File: src/design/scpc_defines.vh
// Constants for the speed command and power state control block.
// Assumes the including file works on clk_sys at the rate given here.
`ifndef SCPC_DEFINES_VH
`define SCPC_DEFINES_VH

`define SCPC_CLK_KHZ        20000
`define SCPC_CMD_W          9
`define SCPC_MODE_PWM       2'h0
`define SCPC_MODE_ANALOG    2'h1
`define SCPC_MODE_I2C       2'h2
`define SCPC_STATUS_ADDR    8'h10
`define SCPC_STATUS_LP_BIT  6
`define SCPC_SHADOW_FIRST   8'h20
`define SCPC_SHADOW_LAST    8'h2B
`define SCPC_NVM_BYTES      12
`define SCPC_NVM_BITS       96
`define SCPC_UNLOCK_KEY     8'hB6
`define SCPC_PARAM1_BYTE    0
`define SCPC_PARAM2_BYTE    1
`define SCPC_RM_MIN_VALUE   11'h003
`define SCPC_NVM_WRITE_MS   24
`define SCPC_NVM_WRITE_CYC  (`SCPC_NVM_WRITE_MS * `SCPC_CLK_KHZ)
`define SCPC_LP_TIME_US     1000
`define SCPC_LP_TIME_CYC    ((`SCPC_LP_TIME_US * `SCPC_CLK_KHZ) / 1000)
`define SCPC_V_EN_SB        9'h020
`define SCPC_V_EN_SL        9'h010
`define SCPC_V_EX_SB        9'h030
`define SCPC_V_EX_SL        9'h060
`define SCPC_SINE_STEPS     6'h30
`define SCPC_PHASE_SHIFT    6'h10

`endif

File: src/design/scpc_code_decode.v
// Decoder for a mantissa and exponent motor parameter code.
// Assumes a 7-bit code: mantissa in bits 3:0, exponent in bits 6:4.
`timescale 1ns/100ps
`include "scpc_defines.vh"

module scpc_code_decode (
  code,   // Encoded parameter
  value,  // Decoded digital value
  low     // Value below the supported minimum
);
  input  wire [6:0]  code;   // Encoded parameter
  output wire [10:0] value;  // Decoded digital value
  output wire        low;    // Value below the supported minimum

  // Full code 0x7F gives 15 shifted by 7, which is 1920.
  assign value = {7'h00, code[3:0]} << code[6:4];
  assign low   = (value < `SCPC_RM_MIN_VALUE);
endmodule

File: src/design/scpc_sine_mod.v
// Three-phase modulator with one phase clamped to ground at any time.
// Assumes the electrical angle is kept in 0 to 47 by the commutation logic.
`timescale 1ns/100ps
`include "scpc_defines.vh"

module scpc_sine_mod (
  clk_sys,  // System clock
  rstn,     // Synchronous reset, active low
  enable,   // Drive enable
  angle,    // Electrical angle step
  duty,     // Peak duty, 511 is full
  pwm_u,    // Phase U gate command
  pwm_v,    // Phase V gate command
  pwm_w     // Phase W gate command
);
  input  wire       clk_sys;  // System clock
  input  wire       rstn;     // Synchronous reset, active low
  input  wire       enable;   // Drive enable
  input  wire [5:0] angle;    // Electrical angle step
  input  wire [8:0] duty;     // Peak duty, 511 is full
  output reg        pwm_u;    // Phase U gate command
  output reg        pwm_v;    // Phase V gate command
  output reg        pwm_w;    // Phase W gate command

  reg  [7:0]  carrier_reg;
  wire [5:0]  ang_v;
  wire [5:0]  ang_w;
  wire [7:0]  s_u;
  wire [7:0]  s_v;
  wire [7:0]  s_w;
  wire [7:0]  s_min;
  wire [16:0] lvl_u;
  wire [16:0] lvl_v;
  wire [16:0] lvl_w;

  function [6:0] quarter;
    input [3:0] i;
    begin
      case (i)
        4'h0: quarter = 7'd0;
        4'h1: quarter = 7'd17;
        4'h2: quarter = 7'd33;
        4'h3: quarter = 7'd49;
        4'h4: quarter = 7'd64;
        4'h5: quarter = 7'd78;
        4'h6: quarter = 7'd90;
        4'h7: quarter = 7'd101;
        4'h8: quarter = 7'd110;
        4'h9: quarter = 7'd117;
        4'hA: quarter = 7'd123;
        4'hB: quarter = 7'd126;
        default: quarter = 7'd127;
      endcase
    end
  endfunction

  function [7:0] sine48;
    input [5:0] a;
    reg   [5:0] t;
    begin
      t = 6'h00;
      if (a < 6'd12) begin
        t = a;
        sine48 = 8'd128 + {1'b0, quarter(t[3:0])};
      end else if (a < 6'd24) begin
        t = 6'd24 - a;
        sine48 = 8'd128 + {1'b0, quarter(t[3:0])};
      end else if (a < 6'd36) begin
        t = a - 6'd24;
        sine48 = 8'd128 - {1'b0, quarter(t[3:0])};
      end else begin
        t = 6'd48 - a;
        sine48 = 8'd128 - {1'b0, quarter(t[3:0])};
      end
    end
  endfunction

  function [5:0] wrap48;
    input [6:0] a;
    begin
      if (a >= {1'b0, `SCPC_SINE_STEPS})
        wrap48 = a[5:0] - `SCPC_SINE_STEPS;
      else
        wrap48 = a[5:0];
    end
  endfunction

  assign ang_v = wrap48({1'b0, angle} + {1'b0, `SCPC_PHASE_SHIFT});
  assign ang_w = wrap48({1'b0, angle} + {`SCPC_PHASE_SHIFT, 1'b0});
  assign s_u   = sine48(angle);
  assign s_v   = sine48(ang_v);
  assign s_w   = sine48(ang_w);
  assign s_min = (s_u < s_v) ? ((s_u < s_w) ? s_u : s_w) : ((s_v < s_w) ? s_v : s_w);
  // clamp lowest phase
  // Removing the common minimum adds the triple harmonic; line voltages stay sine.
  assign lvl_u = (s_u - s_min) * duty;
  assign lvl_v = (s_v - s_min) * duty;
  assign lvl_w = (s_w - s_min) * duty;

  always @(posedge clk_sys) begin
    if (!rstn) begin
      carrier_reg <= 8'h00;
      pwm_u       <= 1'b0;
      pwm_v       <= 1'b0;
      pwm_w       <= 1'b0;
    end else begin
      carrier_reg <= carrier_reg + 8'h01;
      pwm_u <= enable && (lvl_u[16:9] > carrier_reg);
      pwm_v <= enable && (lvl_v[16:9] > carrier_reg);
      pwm_w <= enable && (lvl_w[16:9] > carrier_reg);
    end
  end
endmodule

File: src/design/scpc_top.v
// Speed command selection, peak duty, low power states and parameter memory.
// Assumes all control inputs except speed_pin come from logic on clk_sys.
//
// Behaviour
// - Speed command from pin PWM, analog, I2C.
// - Peak duty is command, capped by limiters.
// - Clamp one phase low, modulate other two.
// - Peak duty full scale equals supply amplitude.
// - Low power state stops motor drive.
// - Sleep stops regulator, I2C, clears volatile registers.
// - Standby keeps regulator, registers and I2C.
// - Entry block prevents entry, never forces exit.
// - Status bit 6 set while in low power.
// - Analog level thresholds with hold times.
// - PWM pin low or high for hold times.
// - I2C zero or nonzero command for hold times.
// - Sleep exit in I2C mode by pin only.
// - Ninety-six parameter bits loaded into configuration.
// - Write lasts 24 ms, then start bit clears.
// - Resistance and back-EMF codes are seven bits.
// - Resistance decodes mantissa shifted by exponent.
// - Resistance values below three are unsupported.
// - Back-EMF decodes mantissa shifted by exponent.
`timescale 1ns/100ps
`include "scpc_defines.vh"

module scpc_top #(
  parameter [19:0] T_EN_SB_PWM = `SCPC_LP_TIME_CYC,
  parameter [19:0] T_EN_SL_PWM = `SCPC_LP_TIME_CYC,
  parameter [19:0] T_EX_SB_PWM = `SCPC_LP_TIME_CYC,
  parameter [19:0] T_EX_SL_PWM = `SCPC_LP_TIME_CYC,
  parameter [19:0] T_EN_SB_ANA = `SCPC_LP_TIME_CYC,
  parameter [19:0] T_EN_SL_ANA = `SCPC_LP_TIME_CYC,
  parameter [19:0] T_EX_SB_ANA = `SCPC_LP_TIME_CYC,
  parameter [19:0] T_EX_SL_ANA = `SCPC_LP_TIME_CYC,
  parameter [19:0] T_NVM_WRITE = `SCPC_NVM_WRITE_CYC
) (
  clk_sys,                // System clock, 20 MHz
  rstn,                   // Synchronous reset, active low
  speed_mode,             // Speed command source select
  speed_pin,              // SPEED pin digital level, asynchronous
  speed_pin_analog,       // SPEED pin set up as analog input
  speed_adc,              // SPEED pin analog sample
  speed_command_value,    // Command written over I2C
  supply_surge_limiter,   // Duty cap from supply stabilizing
  accel_limit,            // Duty cap from acceleration current limit
  closed_loop_limit,      // Duty cap from closed loop accelerate
  sleep_variant,          // 1 sleep version, 0 standby version
  low_power_entry_block,  // Blocks entry into low power
  elec_angle,             // Electrical angle from commutation
  shadow_load_select,     // Shadow registers selected for programming
  program_unlock_key,     // Key field of device control register
  nvm_write_request,      // Host writes 1 to write start, pulse
  shadow_params,          // Registers 0x20 to 0x2B, byte 0 at 0x20
  output_peak_duty,       // Applied peak duty
  pwm_u,                  // Phase U gate command
  pwm_v,                  // Phase V gate command
  pwm_w,                  // Phase W gate command
  drive_enable,           // Motor outputs driven
  regulator_enable,       // Step-down regulator on
  i2c_enable,             // I2C interface on
  volatile_clear,         // One-cycle clear of volatile registers
  status_reg,             // Status register at 0x10
  nvm_write_start,        // Write start bit, clears when done
  config_params,          // Parameters loaded from memory
  phase_resistance_value, // Decoded resistance
  bemf_constant_value,    // Decoded back-EMF constant
  resistance_unsupported  // Resistance below supported minimum
);
  input  wire        clk_sys;                 // System clock, 20 MHz
  input  wire        rstn;                    // Synchronous reset, active low
  input  wire [1:0]  speed_mode;              // Speed command source select
  input  wire        speed_pin;               // SPEED pin digital level, asynchronous
  input  wire        speed_pin_analog;        // SPEED pin set up as analog input
  input  wire [8:0]  speed_adc;               // SPEED pin analog sample
  input  wire [8:0]  speed_command_value;     // Command written over I2C
  input  wire [8:0]  supply_surge_limiter;    // Duty cap from supply stabilizing
  input  wire [8:0]  accel_limit;             // Duty cap from acceleration current limit
  input  wire [8:0]  closed_loop_limit;       // Duty cap from closed loop accelerate
  input  wire        sleep_variant;           // 1 sleep version, 0 standby version
  input  wire        low_power_entry_block;   // Blocks entry into low power
  input  wire [5:0]  elec_angle;              // Electrical angle from commutation
  input  wire        shadow_load_select;      // Shadow registers selected for programming
  input  wire [7:0]  program_unlock_key;      // Key field of device control register
  input  wire        nvm_write_request;       // Host writes 1 to write start, pulse
  input  wire [95:0] shadow_params;           // Registers 0x20 to 0x2B, byte 0 at 0x20
  output reg  [8:0]  output_peak_duty;        // Applied peak duty
  output wire        pwm_u;                   // Phase U gate command
  output wire        pwm_v;                   // Phase V gate command
  output wire        pwm_w;                   // Phase W gate command
  output reg         drive_enable;            // Motor outputs driven
  output reg         regulator_enable;        // Step-down regulator on
  output reg         i2c_enable;              // I2C interface on
  output reg         volatile_clear;          // One-cycle clear of volatile registers
  output reg  [7:0]  status_reg;              // Status register at 0x10
  output reg         nvm_write_start;         // Write start bit, clears when done
  output reg  [95:0] config_params;           // Parameters loaded from memory
  output reg  [10:0] phase_resistance_value;  // Decoded resistance
  output reg  [10:0] bemf_constant_value;     // Decoded back-EMF constant
  output reg         resistance_unsupported;  // Resistance below supported minimum

  localparam ST_ACTIVE = 2'b01;
  localparam ST_LOWPWR = 2'b10;

  reg  [1:0]  pin_sync_reg;
  reg  [1:0]  state_reg;
  reg  [1:0]  state_next;
  reg  [19:0] hold_cnt_reg;
  reg  [8:0]  win_cnt_reg;
  reg  [8:0]  high_cnt_reg;
  reg  [8:0]  pin_duty_reg;
  reg  [19:0] nvm_cnt_reg;
  reg         load_pending_reg;
  reg  [7:0]  nvm_mem [0:`SCPC_NVM_BYTES-1];
  reg  [8:0]  cmd;
  reg  [8:0]  duty_next;
  reg         cond;
  reg  [19:0] target;
  wire        pin_s;
  wire [10:0] rm_value;
  wire [10:0] kt_value;
  wire        rm_low;
  integer     i;

  function [8:0] min9;
    input [8:0] a;
    input [8:0] b;
    begin
      min9 = (a < b) ? a : b;
    end
  endfunction

  assign pin_s = pin_sync_reg[1];

  always @* begin
    case (speed_mode)
      `SCPC_MODE_PWM:    cmd = pin_duty_reg;
      `SCPC_MODE_ANALOG: cmd = speed_adc;
      `SCPC_MODE_I2C:    cmd = speed_command_value;
      default:           cmd = 9'h000;
    endcase
  end

  always @* begin
    duty_next = min9(min9(cmd, supply_surge_limiter), min9(accel_limit, closed_loop_limit));
    if (state_reg != ST_ACTIVE)
      duty_next = 9'h000;
  end

  // Entry looks at the condition of the fitted variant only, so one counter serves.
  always @* begin
    cond   = 1'b0;
    target = 20'h0_0001;
    if (state_reg == ST_ACTIVE) begin
      case (speed_mode)
        `SCPC_MODE_ANALOG: begin
          cond   = sleep_variant ? (speed_adc < `SCPC_V_EN_SL) : (speed_adc < `SCPC_V_EN_SB);
          target = sleep_variant ? T_EN_SL_ANA : T_EN_SB_ANA;
        end
        `SCPC_MODE_I2C: begin
          cond   = (speed_command_value == 9'h000);
          target = sleep_variant ? T_EN_SL_PWM : T_EN_SB_PWM;
        end
        default: begin
          cond   = !pin_s;
          target = sleep_variant ? T_EN_SL_PWM : T_EN_SB_PWM;
        end
      endcase
      if (low_power_entry_block)
        cond = 1'b0;
    end else begin
      case (speed_mode)
        `SCPC_MODE_ANALOG: begin
          cond   = sleep_variant ? (speed_adc > `SCPC_V_EX_SL) : (speed_adc > `SCPC_V_EX_SB);
          target = sleep_variant ? T_EX_SL_ANA : T_EX_SB_ANA;
        end
        `SCPC_MODE_I2C: begin
          if (sleep_variant) begin
            cond   = speed_pin_analog ? (speed_adc > `SCPC_V_EX_SL) : pin_s;
            target = speed_pin_analog ? T_EX_SL_ANA : T_EX_SL_PWM;
          end else begin
            cond   = (speed_command_value != 9'h000);
            target = T_EX_SB_PWM;
          end
        end
        default: begin
          cond   = pin_s;
          target = sleep_variant ? T_EX_SL_PWM : T_EX_SB_PWM;
        end
      endcase
    end
  end

  always @* begin
    case (state_reg)
      ST_ACTIVE: state_next = (cond && hold_cnt_reg >= target - 20'h0_0001) ? ST_LOWPWR : ST_ACTIVE;
      ST_LOWPWR: state_next = (cond && hold_cnt_reg >= target - 20'h0_0001) ? ST_ACTIVE : ST_LOWPWR;
      default:   state_next = ST_ACTIVE;
    endcase
  end

  always @(posedge clk_sys) begin
    if (!rstn) begin
      pin_sync_reg <= 2'b00;
      win_cnt_reg  <= 9'h000;
      high_cnt_reg <= 9'h000;
      pin_duty_reg <= 9'h000;
    end else begin
      pin_sync_reg <= {pin_sync_reg[0], speed_pin};
      // Duty is measured over a fixed 511-cycle window, so slow PWM inputs alias.
      win_cnt_reg  <= (win_cnt_reg == 9'h1FE) ? 9'h000 : win_cnt_reg + 9'h001;
      if (win_cnt_reg == 9'h1FE) begin
        pin_duty_reg <= high_cnt_reg + {8'h00, pin_s};
        high_cnt_reg <= 9'h000;
      end else begin
        high_cnt_reg <= high_cnt_reg + {8'h00, pin_s};
      end
    end
  end

  always @(posedge clk_sys) begin
    if (!rstn) begin
      state_reg        <= ST_ACTIVE;
      hold_cnt_reg     <= 20'h0_0000;
      output_peak_duty <= 9'h000;
      drive_enable     <= 1'b0;
      regulator_enable <= 1'b1;
      i2c_enable       <= 1'b1;
      volatile_clear   <= 1'b0;
      status_reg       <= 8'h00;
    end else begin
      state_reg <= state_next;
      if (!cond || state_next != state_reg)
        hold_cnt_reg <= 20'h0_0000;
      else if (hold_cnt_reg != 20'hF_FFFF)
        hold_cnt_reg <= hold_cnt_reg + 20'h0_0001;
      output_peak_duty <= duty_next;
      drive_enable     <= (state_next == ST_ACTIVE);
      regulator_enable <= !(sleep_variant && state_next == ST_LOWPWR);
      i2c_enable       <= !(sleep_variant && state_next == ST_LOWPWR);
      volatile_clear   <= sleep_variant && state_reg == ST_ACTIVE && state_next == ST_LOWPWR;
      status_reg <= {1'b0, (state_next == ST_LOWPWR), 6'h00};
    end
  end

  // The memory array is left out of reset: its contents survive power cycles.
  always @(posedge clk_sys) begin
    if (!rstn) begin
      nvm_write_start  <= 1'b0;
      nvm_cnt_reg      <= 20'h0_0000;
      load_pending_reg <= 1'b1;
      config_params    <= 96'h0000_0000_0000_0000_0000_0000;
    end else begin
      if (!nvm_write_start && nvm_write_request && shadow_load_select &&
          program_unlock_key == `SCPC_UNLOCK_KEY) begin
        nvm_write_start <= 1'b1;
        nvm_cnt_reg     <= 20'h0_0000;
      end else if (nvm_write_start) begin
        if (nvm_cnt_reg >= T_NVM_WRITE - 20'h0_0001) begin
          nvm_write_start <= 1'b0;
          for (i = 0; i < `SCPC_NVM_BYTES; i = i + 1)
            nvm_mem[i] <= shadow_params[i*8 +: 8];
        end else begin
          nvm_cnt_reg <= nvm_cnt_reg + 20'h0_0001;
        end
      end
      if (load_pending_reg) begin
        load_pending_reg <= 1'b0;
        for (i = 0; i < `SCPC_NVM_BYTES; i = i + 1)
          config_params[i*8 +: 8] <= nvm_mem[i];
      end else if (sleep_variant && state_reg == ST_LOWPWR && state_next == ST_ACTIVE) begin
        load_pending_reg <= 1'b1;
      end
    end
  end

  scpc_code_decode u_rm_decode (
    .code  (config_params[`SCPC_PARAM1_BYTE*8 +: 7]),
    .value (rm_value),
    .low   (rm_low)
  );

  scpc_code_decode u_kt_decode (
    .code  (config_params[`SCPC_PARAM2_BYTE*8 +: 7]),
    .value (kt_value),
    .low   ()
  );

  always @(posedge clk_sys) begin
    if (!rstn) begin
      phase_resistance_value <= 11'h000;
      bemf_constant_value    <= 11'h000;
      resistance_unsupported <= 1'b0;
    end else begin
      phase_resistance_value <= rm_value;
      bemf_constant_value    <= kt_value;
      resistance_unsupported <= rm_low;
    end
  end

  scpc_sine_mod u_sine_mod (
    .clk_sys (clk_sys),
    .rstn    (rstn),
    .enable  (drive_enable),
    .angle   (elec_angle),
    .duty    (output_peak_duty),
    .pwm_u   (pwm_u),
    .pwm_v   (pwm_v),
    .pwm_w   (pwm_w)
  );
endmodule

File: config.mk
export PLATFORM = sky130hd
export DESIGN_NAME = scpc_top
export DESIGN_NICKNAME = d
export VERILOG_FILES = /design/src/design/scpc_code_decode.v /design/src/design/scpc_sine_mod.v /design/src/design/scpc_top.v
export VERILOG_INCLUDE_DIRS = /design/src /design/src/design
export SDC_FILE = /design/constraint.sdc
export NUM_CORES = 1
export LEC_CHECK = 0
export BUFFER_PORTS_ARGS = -buffer_cell sky130_fd_sc_hd__buf_2
export CORE_MARGIN = 3
export CORE_UTILIZATION = 50
export DETAILED_ROUTE_END_ITERATION = 12
export PLACE_DENSITY = 0.78
export SKIP_CTS_REPAIR_TIMING = 1
export SYNTH_ARGS = -nofsm -noshare
export SYNTH_HDL_FRONTEND = slang
export SYNTH_SLANG_ARGS = --single-unit
export TNS_END_PERCENT = 20
File: constraint.sdc
create_clock -name clk_sys -period 16.5 [get_ports clk_sys]
set_input_delay 3.3 -clock clk_sys [delete_from_list [all_inputs] [get_ports clk_sys]]
set_output_delay 3.3 -clock clk_sys [all_outputs]
set_load 0.02 [all_outputs]
==> results of run 1 <==
-- area by class of cell --
class | instances | share of cell area, %
antenna | 4 | 0.03552
clock buffer | 38 | 2.837
clock inverter | 13 | 0.3641
inverter | 315 | 4.205
multi-input combinational | 1934 | 57.44
sequential | 312 | 25.59
tap | 664 | 2.948
timing repair buffer | 347 | 6.581
-- worst max-delay path, delay by kind of cell --
family / cells / cell delay, ns
xor+xnor: 3 / 0.43
buf+inv: 5 / 0.92
simple gates: 9 / 1.45
mux: 1 / 0.34
fa+ha+maj: 13 / 4.41
compound gates: 25 / 5.04
-- placed cells by master, fill, tap and decap left out, drive strengths merged, types with 17 or more instances in the layout --
cell type	count
o31ai	20
xnor2	65
nor2	204
buf	347
inv	315
ha	182
xor2	52
dfxtp	216
nand2b	37
nor2b	131
and2	93
a21o	37
a211oi	18
nor3	45
o21a	32
nand4	29
clkbuf	38
a21oi	86
edfxtp	96
o21ai	90
nand2	192
and3	17
mux2i	122
nand3	53
fa	189
-- power by group through the flow --
stage | Sequential (W) | Combinational, W | Clock, W
after floorplan | 0.000858 | 0.00257 | 0
after global placement | 0.000845 | 0.00332 | 0
after detailed placement | 0.000845 | 0.00347 | 0
after CTS | 0.000829 | 0.00350 | 0.000651
after global routing | 0.000830 | 0.00403 | 0.000682
final | 0.000829 | 0.00349 | 0.000641
-- final timing paths --
| kind | end | depth (start not counted) | startpoint | slack [ns] |
|---|---|---|---|---|
| setup reg to reg | u_sine_mod.pwm_w$_SDFF_PN0_ | 24 | output_peak_duty[0]$_SDFF_PP0_ | 9.65 |
| hold / removal | nvm_cnt_reg[19]$_SDFFE_PP0P_ | 2 | nvm_cnt_reg[19]$_SDFFE_PP0P_ | 0.44 |
| setup / recovery | u_sine_mod.pwm_v$_SDFF_PN0_ | 56 | elec_angle[0] | 1.07 |
| hold reg to reg | nvm_cnt_reg[19]$_SDFFE_PP0P_ | 2 | nvm_cnt_reg[19]$_SDFFE_PP0P_ | 0.44 |
-- routing by layer --
metal	track usage [%]	up-vias	wire length, um
li1	-	9529	-
met1	32.86	9909	27570
met2	46.14	763	34290
met3	4.980	168	5191
met4	8.691	4	2385
met5	0	-	27
-- per-stage QoR --
| stage | setup WS [ns] | cell area (sq um) | hold slack (ns) |
|---|---|---|---|
| after floorplan | 1.582 | 25080 | 0.4081 |
| after global placement | 1.017 | 27250 | 0.4171 |
| after detailed placement | 0.6131 | 27250 | 0.4256 |
| after CTS | 1.157 | 28150 | 0.4373 |
| after global routing | 0.07855 | 28170 | 0.4823 |
| final | 1.068 | 28180 | 0.4367 |
-- cells by family (layout without fill, tap and decap cells) --
| group | after synthesis | after routing |
|---|---|---|
| AO/OA/AOI/OAI | 425 | 425 |
| XOR/XNOR | 117 | 117 |
| adder cells (fa/ha/maj) | 377 | 377 |
| buffers and inverters | 427 | 713 |
| flip-flops | 312 | 312 |
| multiplexers | 138 | 138 |
| other | 1 | 11 |
| AND/OR/NAND/NOR | 870 | 870 |
==> impl_metrics.prom, run 1 <==
# TYPE chip_impl_metric gauge
chip_impl_info{name="result_of_the_run",value="complete, no violations"} 1
chip_impl_info{name="critical_path.most_common_cell",value="sky130_fd_sc_hd__ha_1"} 1
chip_impl_metric{name="ys_warn_count",unit=""} 0
chip_impl_info{name="synth.most_common_cell",value="sky130_fd_sc_hd__inv_1"} 1
chip_impl_metric{name="start_util",unit="%"} 50.88
chip_impl_metric{name="layoutNonFillerInstCount",unit=""} 3627
chip_impl_info{name="tritoncts",value="done"} 1
chip_impl_metric{name="detail_route.vias_per_cell",unit=""} 5.617
chip_impl_metric{name="p_seq_share",unit="%"} 16.7
chip_impl_info{name="synth_top_family_by_area",value="adder cells"} 1
chip_impl_metric{name="post_drt_wl_per_cell",unit="um"} 19.15
chip_impl_metric{name="finalWeightedCongestion",unit=""} 0.9236
chip_impl_metric{name="synthArstFlopShare",unit="%"} 0
chip_impl_info{name="crit_slowest_cell",value="sky130_fd_sc_hd__fa_1"} 1
chip_impl_metric{name="die_area",unit="sq mm"} 0.05284
chip_impl_metric{name="pin_count_of_the_biggest_net_entering_global_routing",unit=""} 85
chip_impl_metric{name="detail_route.first_pass.iterations",unit=""} 7
chip_impl_metric{name="layout-area-overhead-vs-synth",unit="%"} 12.44
chip_impl_metric{name="design.portCount",unit=""} 309
chip_impl_metric{name="chipHeight",unit="um"} 229.9
chip_impl_metric{name="antenna_found_initial",unit=""} 6
chip_impl_metric{name="i_o_buffers",unit=""} 301
chip_impl_metric{name="synthesis.area_per_instance",unit="sq um"} 9.396
chip_impl_info{name="synth_top_area_cell",value="sky130_fd_sc_hd__dfxtp_1"} 1
chip_impl_metric{name="place.detailed.instances",unit=""} 3572
chip_impl_metric{name="final.fill_count",unit=""} 4287
chip_impl_metric{name="grt_pass1_wl",unit="um"} 113900
chip_impl_info{name="netlist_top_cells_area",value="sky130_fd_sc_hd__dfxtp_1, sky130_fd_sc_hd__fa_1, sky130_fd_sc_hd__edfxtp_1"} 1
chip_impl_metric{name="worstMarginPinSlew",unit="ns"} 1.148
chip_impl_metric{name="cts_buffers",unit=""} 28
chip_impl_metric{name="total_switching_power",unit="W"} 0.002336
chip_impl_metric{name="synth_simple_gate_area_share",unit="%"} 17.77
chip_impl_metric{name="floorplan.rows",unit=""} 81
chip_impl_metric{name="initialDrtViolationCount",unit=""} 1324
chip_impl_metric{name="hold_viol",unit=""} 0
chip_impl_metric{name="total_global_routing_overflow",unit=""} 0
chip_impl_metric{name="wl",unit="um"} 69460
chip_impl_metric{name="synth-adder-area-share",unit="%"} 24.43
chip_impl_metric{name="timing.final.crit_period",unit="ns"} 15.43
chip_impl_metric{name="synthesized_area_fraction_occupied_by_ao_oa_aoi_and_oai_cells",unit="%"} 12.35
chip_impl_metric{name="clock_pin_transition_on_the_worst_setup_and_hold_timing_paths",unit="ns"} 0.07
chip_impl_metric{name="sw_frac_of_total",unit="%"} 47.10
chip_impl_info{name="critical_path_class",value="primary input to flop"} 1
chip_impl_metric{name="dp_hpwl",unit="um"} 54730
chip_impl_metric{name="synth.ff_latch_count",unit=""} 312
chip_impl_info{name="rsz0062_at_grt",value="no"} 1
chip_impl_metric{name="req_time_crit_path",unit="ns"} 16.99
chip_impl_metric{name="cts-htree-levels",unit=""} 1
chip_impl_metric{name="clkLatencyLatePin",unit="ns"} 0.55
chip_impl_metric{name="floorplan.die.width",unit="um"} 229.9
chip_impl_info{name="postSynth.topFlopCell",value="sky130_fd_sc_hd__dfxtp_1"} 1
chip_impl_metric{name="fin_setup_tns",unit="ns"} 0
chip_impl_metric{name="timing.final.setup_violations",unit=""} 0
chip_impl_info{name="startpoint_type",value="primary input"} 1
chip_impl_metric{name="multi_input_comb_area",unit="sq mm"} 0.01618
chip_impl_metric{name="design.final.nets",unit=""} 3474
chip_impl_info{name="netlist_top_cells_count",value="sky130_fd_sc_hd__inv_1, sky130_fd_sc_hd__dfxtp_1, sky130_fd_sc_hd__nor2_1"} 1
chip_impl_metric{name="maxClockFrequency",unit="GHz"} 0.06480
chip_impl_metric{name="arrival",unit="ns"} 15.92
chip_impl_metric{name="detail-route-antenna-nets",unit=""} 0
chip_impl_metric{name="layout-drive-gt1-share",unit="%"} 16.05
chip_impl_metric{name="min_period_over_period",unit="%"} 93.53
chip_impl_metric{name="irDropWorstVdd",unit="mV"} 0.1278
chip_impl_info{name="path_category_of_the_worst_min_delay_check",value="flop to flop"} 1
chip_impl_metric{name="num_vias",unit=""} 20370
chip_impl_metric{name="worstPathMaxFanout",unit=""} 18
chip_impl_metric{name="pwr-share-comb",unit="%"} 70.4
chip_impl_metric{name="netlist_instances",unit=""} 2667
chip_impl_metric{name="maxCapViolations",unit=""} 0
chip_impl_metric{name="synthXorXnorAreaFrac",unit="%"} 4.209
chip_impl_metric{name="max-clock-path-buffers",unit=""} 3
chip_impl_metric{name="crit_path_max_incr_delay",unit="ns"} 0.53
chip_impl_metric{name="drc_errors",unit=""} 0
chip_impl_metric{name="internal_power",unit="W"} 0.002623
chip_impl_metric{name="cell_area_power_density",unit="mW/mm^2"} 176.0
chip_impl_metric{name="netlist-cell-type-count",unit=""} 117
chip_impl_info{name="root_buffer",value="sky130_fd_sc_hd__clkbuf_16"} 1
chip_impl_metric{name="synth_sequential_area_ratio",unit="%"} 28.76
chip_impl_metric{name="gr-usage-all-layers",unit="%"} 26.39
chip_impl_metric{name="cts_num_sinks",unit=""} 312
chip_impl_metric{name="pwr-share-clk",unit="%"} 12.9
chip_impl_info{name="reg_top3",value="config_params x96, nvm_mem x96"} 1
chip_impl_metric{name="core-area",unit="sq mm"} 0.04925
chip_impl_metric{name="post-route-util",unit="%"} 57.21
chip_impl_metric{name="static-leakage-power",unit="nW"} 13.12
chip_impl_metric{name="synth.top_cell.area_share",unit="%"} 17.25
chip_impl_info{name="critPathCaptureType",value="flop"} 1
chip_impl_metric{name="sequential_cell_area",unit="sq mm"} 0.007211
chip_impl_metric{name="grt_pass1_vias",unit=""} 21470
chip_impl_metric{name="synth_enable_flop_cells",unit=""} 96
chip_impl_metric{name="max_slew_margin",unit="%"} 23.49
chip_impl_metric{name="synth_area",unit="sq mm"} 0.02506
chip_impl_metric{name="total_power",unit="W"} 0.004959
chip_impl_metric{name="final_max_slew_viols",unit=""} 0
chip_impl_metric{name="clock_skew",unit="ns"} 0.01234
chip_impl_metric{name="synth_mux_area_share",unit="%"} 5.607
No activity file was read; power rests on OpenSTA's default activity.
==> run 2: changes to the inputs <==
CTS_BUF_LIST = sky130_fd_sc_hd__clkbuf_4 sky130_fd_sc_hd__clkbuf_8   (was default)
==> run 2 against run 1 <==
Die area is the same. Combinational power about the same. Register-to-register slack about the same. Critical path type unchanged. Cell area increased by 0.30%.
==> impl_metrics.prom, run 2 (synthesized netlist as in run 1, its figures left out) <==
# TYPE chip_impl_metric gauge
chip_impl_info{name="result_of_the_run",value="complete, no violations"} 1
chip_impl_metric{name="dp_hpwl",unit="um"} 54730
chip_impl_info{name="critical_path_class",value="primary input to flop"} 1
chip_impl_metric{name="max-clock-path-buffers",unit=""} 3
chip_impl_metric{name="worstPathMaxFanout",unit=""} 18
chip_impl_metric{name="gr-usage-all-layers",unit="%"} 26.52
chip_impl_metric{name="total_global_routing_overflow",unit=""} 0
chip_impl_info{name="mostFrequentLayoutCells",value="sky130_fd_sc_hd__inv_1, sky130_fd_sc_hd__buf_2, sky130_fd_sc_hd__dfxtp_1"} 1
chip_impl_metric{name="start_util",unit="%"} 50.88
chip_impl_metric{name="i_o_buffers",unit=""} 301
chip_impl_metric{name="worstMarginPinSlew",unit="ns"} 1.138
chip_impl_metric{name="floorplan.rows",unit=""} 81
chip_impl_info{name="reg_top3",value="config_params x96, nvm_mem x96"} 1
chip_impl_info{name="path_category_of_the_worst_min_delay_check",value="flop to flop"} 1
chip_impl_metric{name="crit_path_max_incr_delay",unit="ns"} 0.53
chip_impl_metric{name="timing.final.setup_violations",unit=""} 0
chip_impl_metric{name="grt_pass1_wl",unit="um"} 114100
chip_impl_metric{name="die_area",unit="sq mm"} 0.05284
chip_impl_info{name="root_buffer",value="sky130_fd_sc_hd__clkbuf_8"} 1
chip_impl_metric{name="static-leakage-power",unit="nW"} 13.20
chip_impl_metric{name="initialDrtViolationCount",unit=""} 1376
chip_impl_info{name="tritoncts",value="done"} 1
chip_impl_metric{name="layout-area-overhead-vs-synth",unit="%"} 12.78
chip_impl_metric{name="cts_num_sinks",unit=""} 312
chip_impl_metric{name="chipHeight",unit="um"} 229.9
chip_impl_metric{name="pin_count_of_the_biggest_net_entering_global_routing",unit=""} 85
chip_impl_metric{name="detail-route-antenna-nets",unit=""} 0
chip_impl_metric{name="finalWeightedCongestion",unit=""} 0.9236
chip_impl_metric{name="path_buf_inv",unit=""} 5
chip_impl_metric{name="cell_area_power_density",unit="mW/mm^2"} 176.2
chip_impl_metric{name="max_slew_margin",unit="%"} 24.13
chip_impl_metric{name="detail_route.vias_per_cell",unit=""} 5.593
chip_impl_metric{name="design.portCount",unit=""} 309
chip_impl_metric{name="num_vias",unit=""} 20470
chip_impl_metric{name="fin_ws",unit="ns"} 1.037
chip_impl_metric{name="hold_viol",unit=""} 0
chip_impl_metric{name="arrival",unit="ns"} 15.96
chip_impl_metric{name="clkLatencyLatePin",unit="ns"} 0.57
chip_impl_metric{name="timing.final.crit_period",unit="ns"} 15.46
chip_impl_metric{name="maxClockFrequency",unit="GHz"} 0.06467
chip_impl_metric{name="fin_setup_tns",unit="ns"} 0
chip_impl_metric{name="antenna_found_initial",unit=""} 6
chip_impl_info{name="crit_slowest_cell",value="sky130_fd_sc_hd__fa_1"} 1
chip_impl_metric{name="core-area",unit="sq mm"} 0.04925
chip_impl_metric{name="cts_buffers",unit=""} 45
chip_impl_metric{name="irDropWorstVdd",unit="mV"} 0.1289
chip_impl_metric{name="maxCapViolations",unit=""} 0
chip_impl_metric{name="place_ws",unit="ns"} 0.6131
chip_impl_metric{name="post_drt_wl_per_cell",unit="um"} 19.07
chip_impl_metric{name="clock_pin_transition_on_the_worst_setup_and_hold_timing_paths",unit="ns"} 0.06
chip_impl_info{name="critical_path.most_common_cell",value="sky130_fd_sc_hd__ha_1"} 1
chip_impl_metric{name="req_time_crit_path",unit="ns"} 17.00
chip_impl_info{name="layout_commonest_cell",value="sky130_fd_sc_hd__inv_1"} 1
chip_impl_metric{name="final_max_slew_viols",unit=""} 0
chip_impl_metric{name="min_period_over_period",unit="%"} 93.71
chip_impl_metric{name="cts-htree-levels",unit=""} 2
chip_impl_metric{name="drc_errors",unit=""} 0
chip_impl_metric{name="wl",unit="um"} 69800
chip_impl_metric{name="detail_route.first_pass.iterations",unit=""} 8
chip_impl_info{name="critPathCaptureType",value="flop"} 1
chip_impl_metric{name="clock_skew",unit="ns"} 0.02142
chip_impl_info{name="startpoint_type",value="primary input"} 1
chip_impl_info{name="path_delay_family",value="compound AO/OA/AOI/OAI gates"} 1
chip_impl_metric{name="design.final.nets",unit=""} 3491
chip_impl_info{name="rsz0062_at_grt",value="no"} 1
chip_impl_metric{name="grt_pass1_vias",unit=""} 21610
chip_impl_metric{name="layout-drive-gt1-share",unit="%"} 17.08
chip_impl_metric{name="floorplan.die.width",unit="um"} 229.9
-- run 2: final cells by class --
class	count	area [sq um]
fillers	4273	20990
multi-input cells	1934	16180
flip-flops and latches	312	7211
repair buffers	347	1854
inverters	315	1185
clock buffers	72	865.8
well taps	664	830.8
clock inverters	11	118.9
diodes	5	12.51
-- run 2: final timing paths --
path | startpoint | endpoint | slack, ns | depth (start not counted)
setup / recovery | elec_angle[0] | u_sine_mod.pwm_v$_SDFF_PN0_ | 1.04 | 56
hold / removal | pin_sync_reg[0]$_SDFF_PN0_ | pin_sync_reg[1]$_SDFF_PN0_ | 0.44 | 1
setup reg to reg | output_peak_duty[0]$_SDFF_PP0_ | u_sine_mod.pwm_w$_SDFF_PN0_ | 9.65 | 24
hold reg to reg | pin_sync_reg[0]$_SDFF_PN0_ | pin_sync_reg[1]$_SDFF_PN0_ | 0.44 | 1
-- run 2: where the power goes --
part	internal [W]	switching [W]
combinational	0.00146	0.00203
clock	0.000367	0.000293
sequential	0.000809	0.0000196
-- run 2: metrics by stage --
stage / power (W) / util (%) / hold WS [ns] / std cells / area [sq um]
6_report: 0.004981 / 57.38 / 0.4357 / 3660 / 28260
5_1_grt: 0.005567 / 57.36 / 0.4640 / 3657 / 28250
4_1_cts: 0.004999 / 57.33 / 0.4430 / 3655 / 28240
3_5_place_dp: 0.004311 / 55.33 / 0.4256 / 3572 / 27250
3_3_place_gp: 0.004161 / 55.33 / 0.4171 / 3572 / 27250
2_1_floorplan: 0.003424 / - / 0.4081 / 2673 / 25080
-- run 2: per-layer routing --
layer  up-vias  track usage [%]  share of wire (%)
met1      9935            32.65                 40
met2       771            46.12                 49
met3       170            5.352                7.4
met5         -                0              0.030
met4         4            9.587                3.4
li1       9591                -                  -
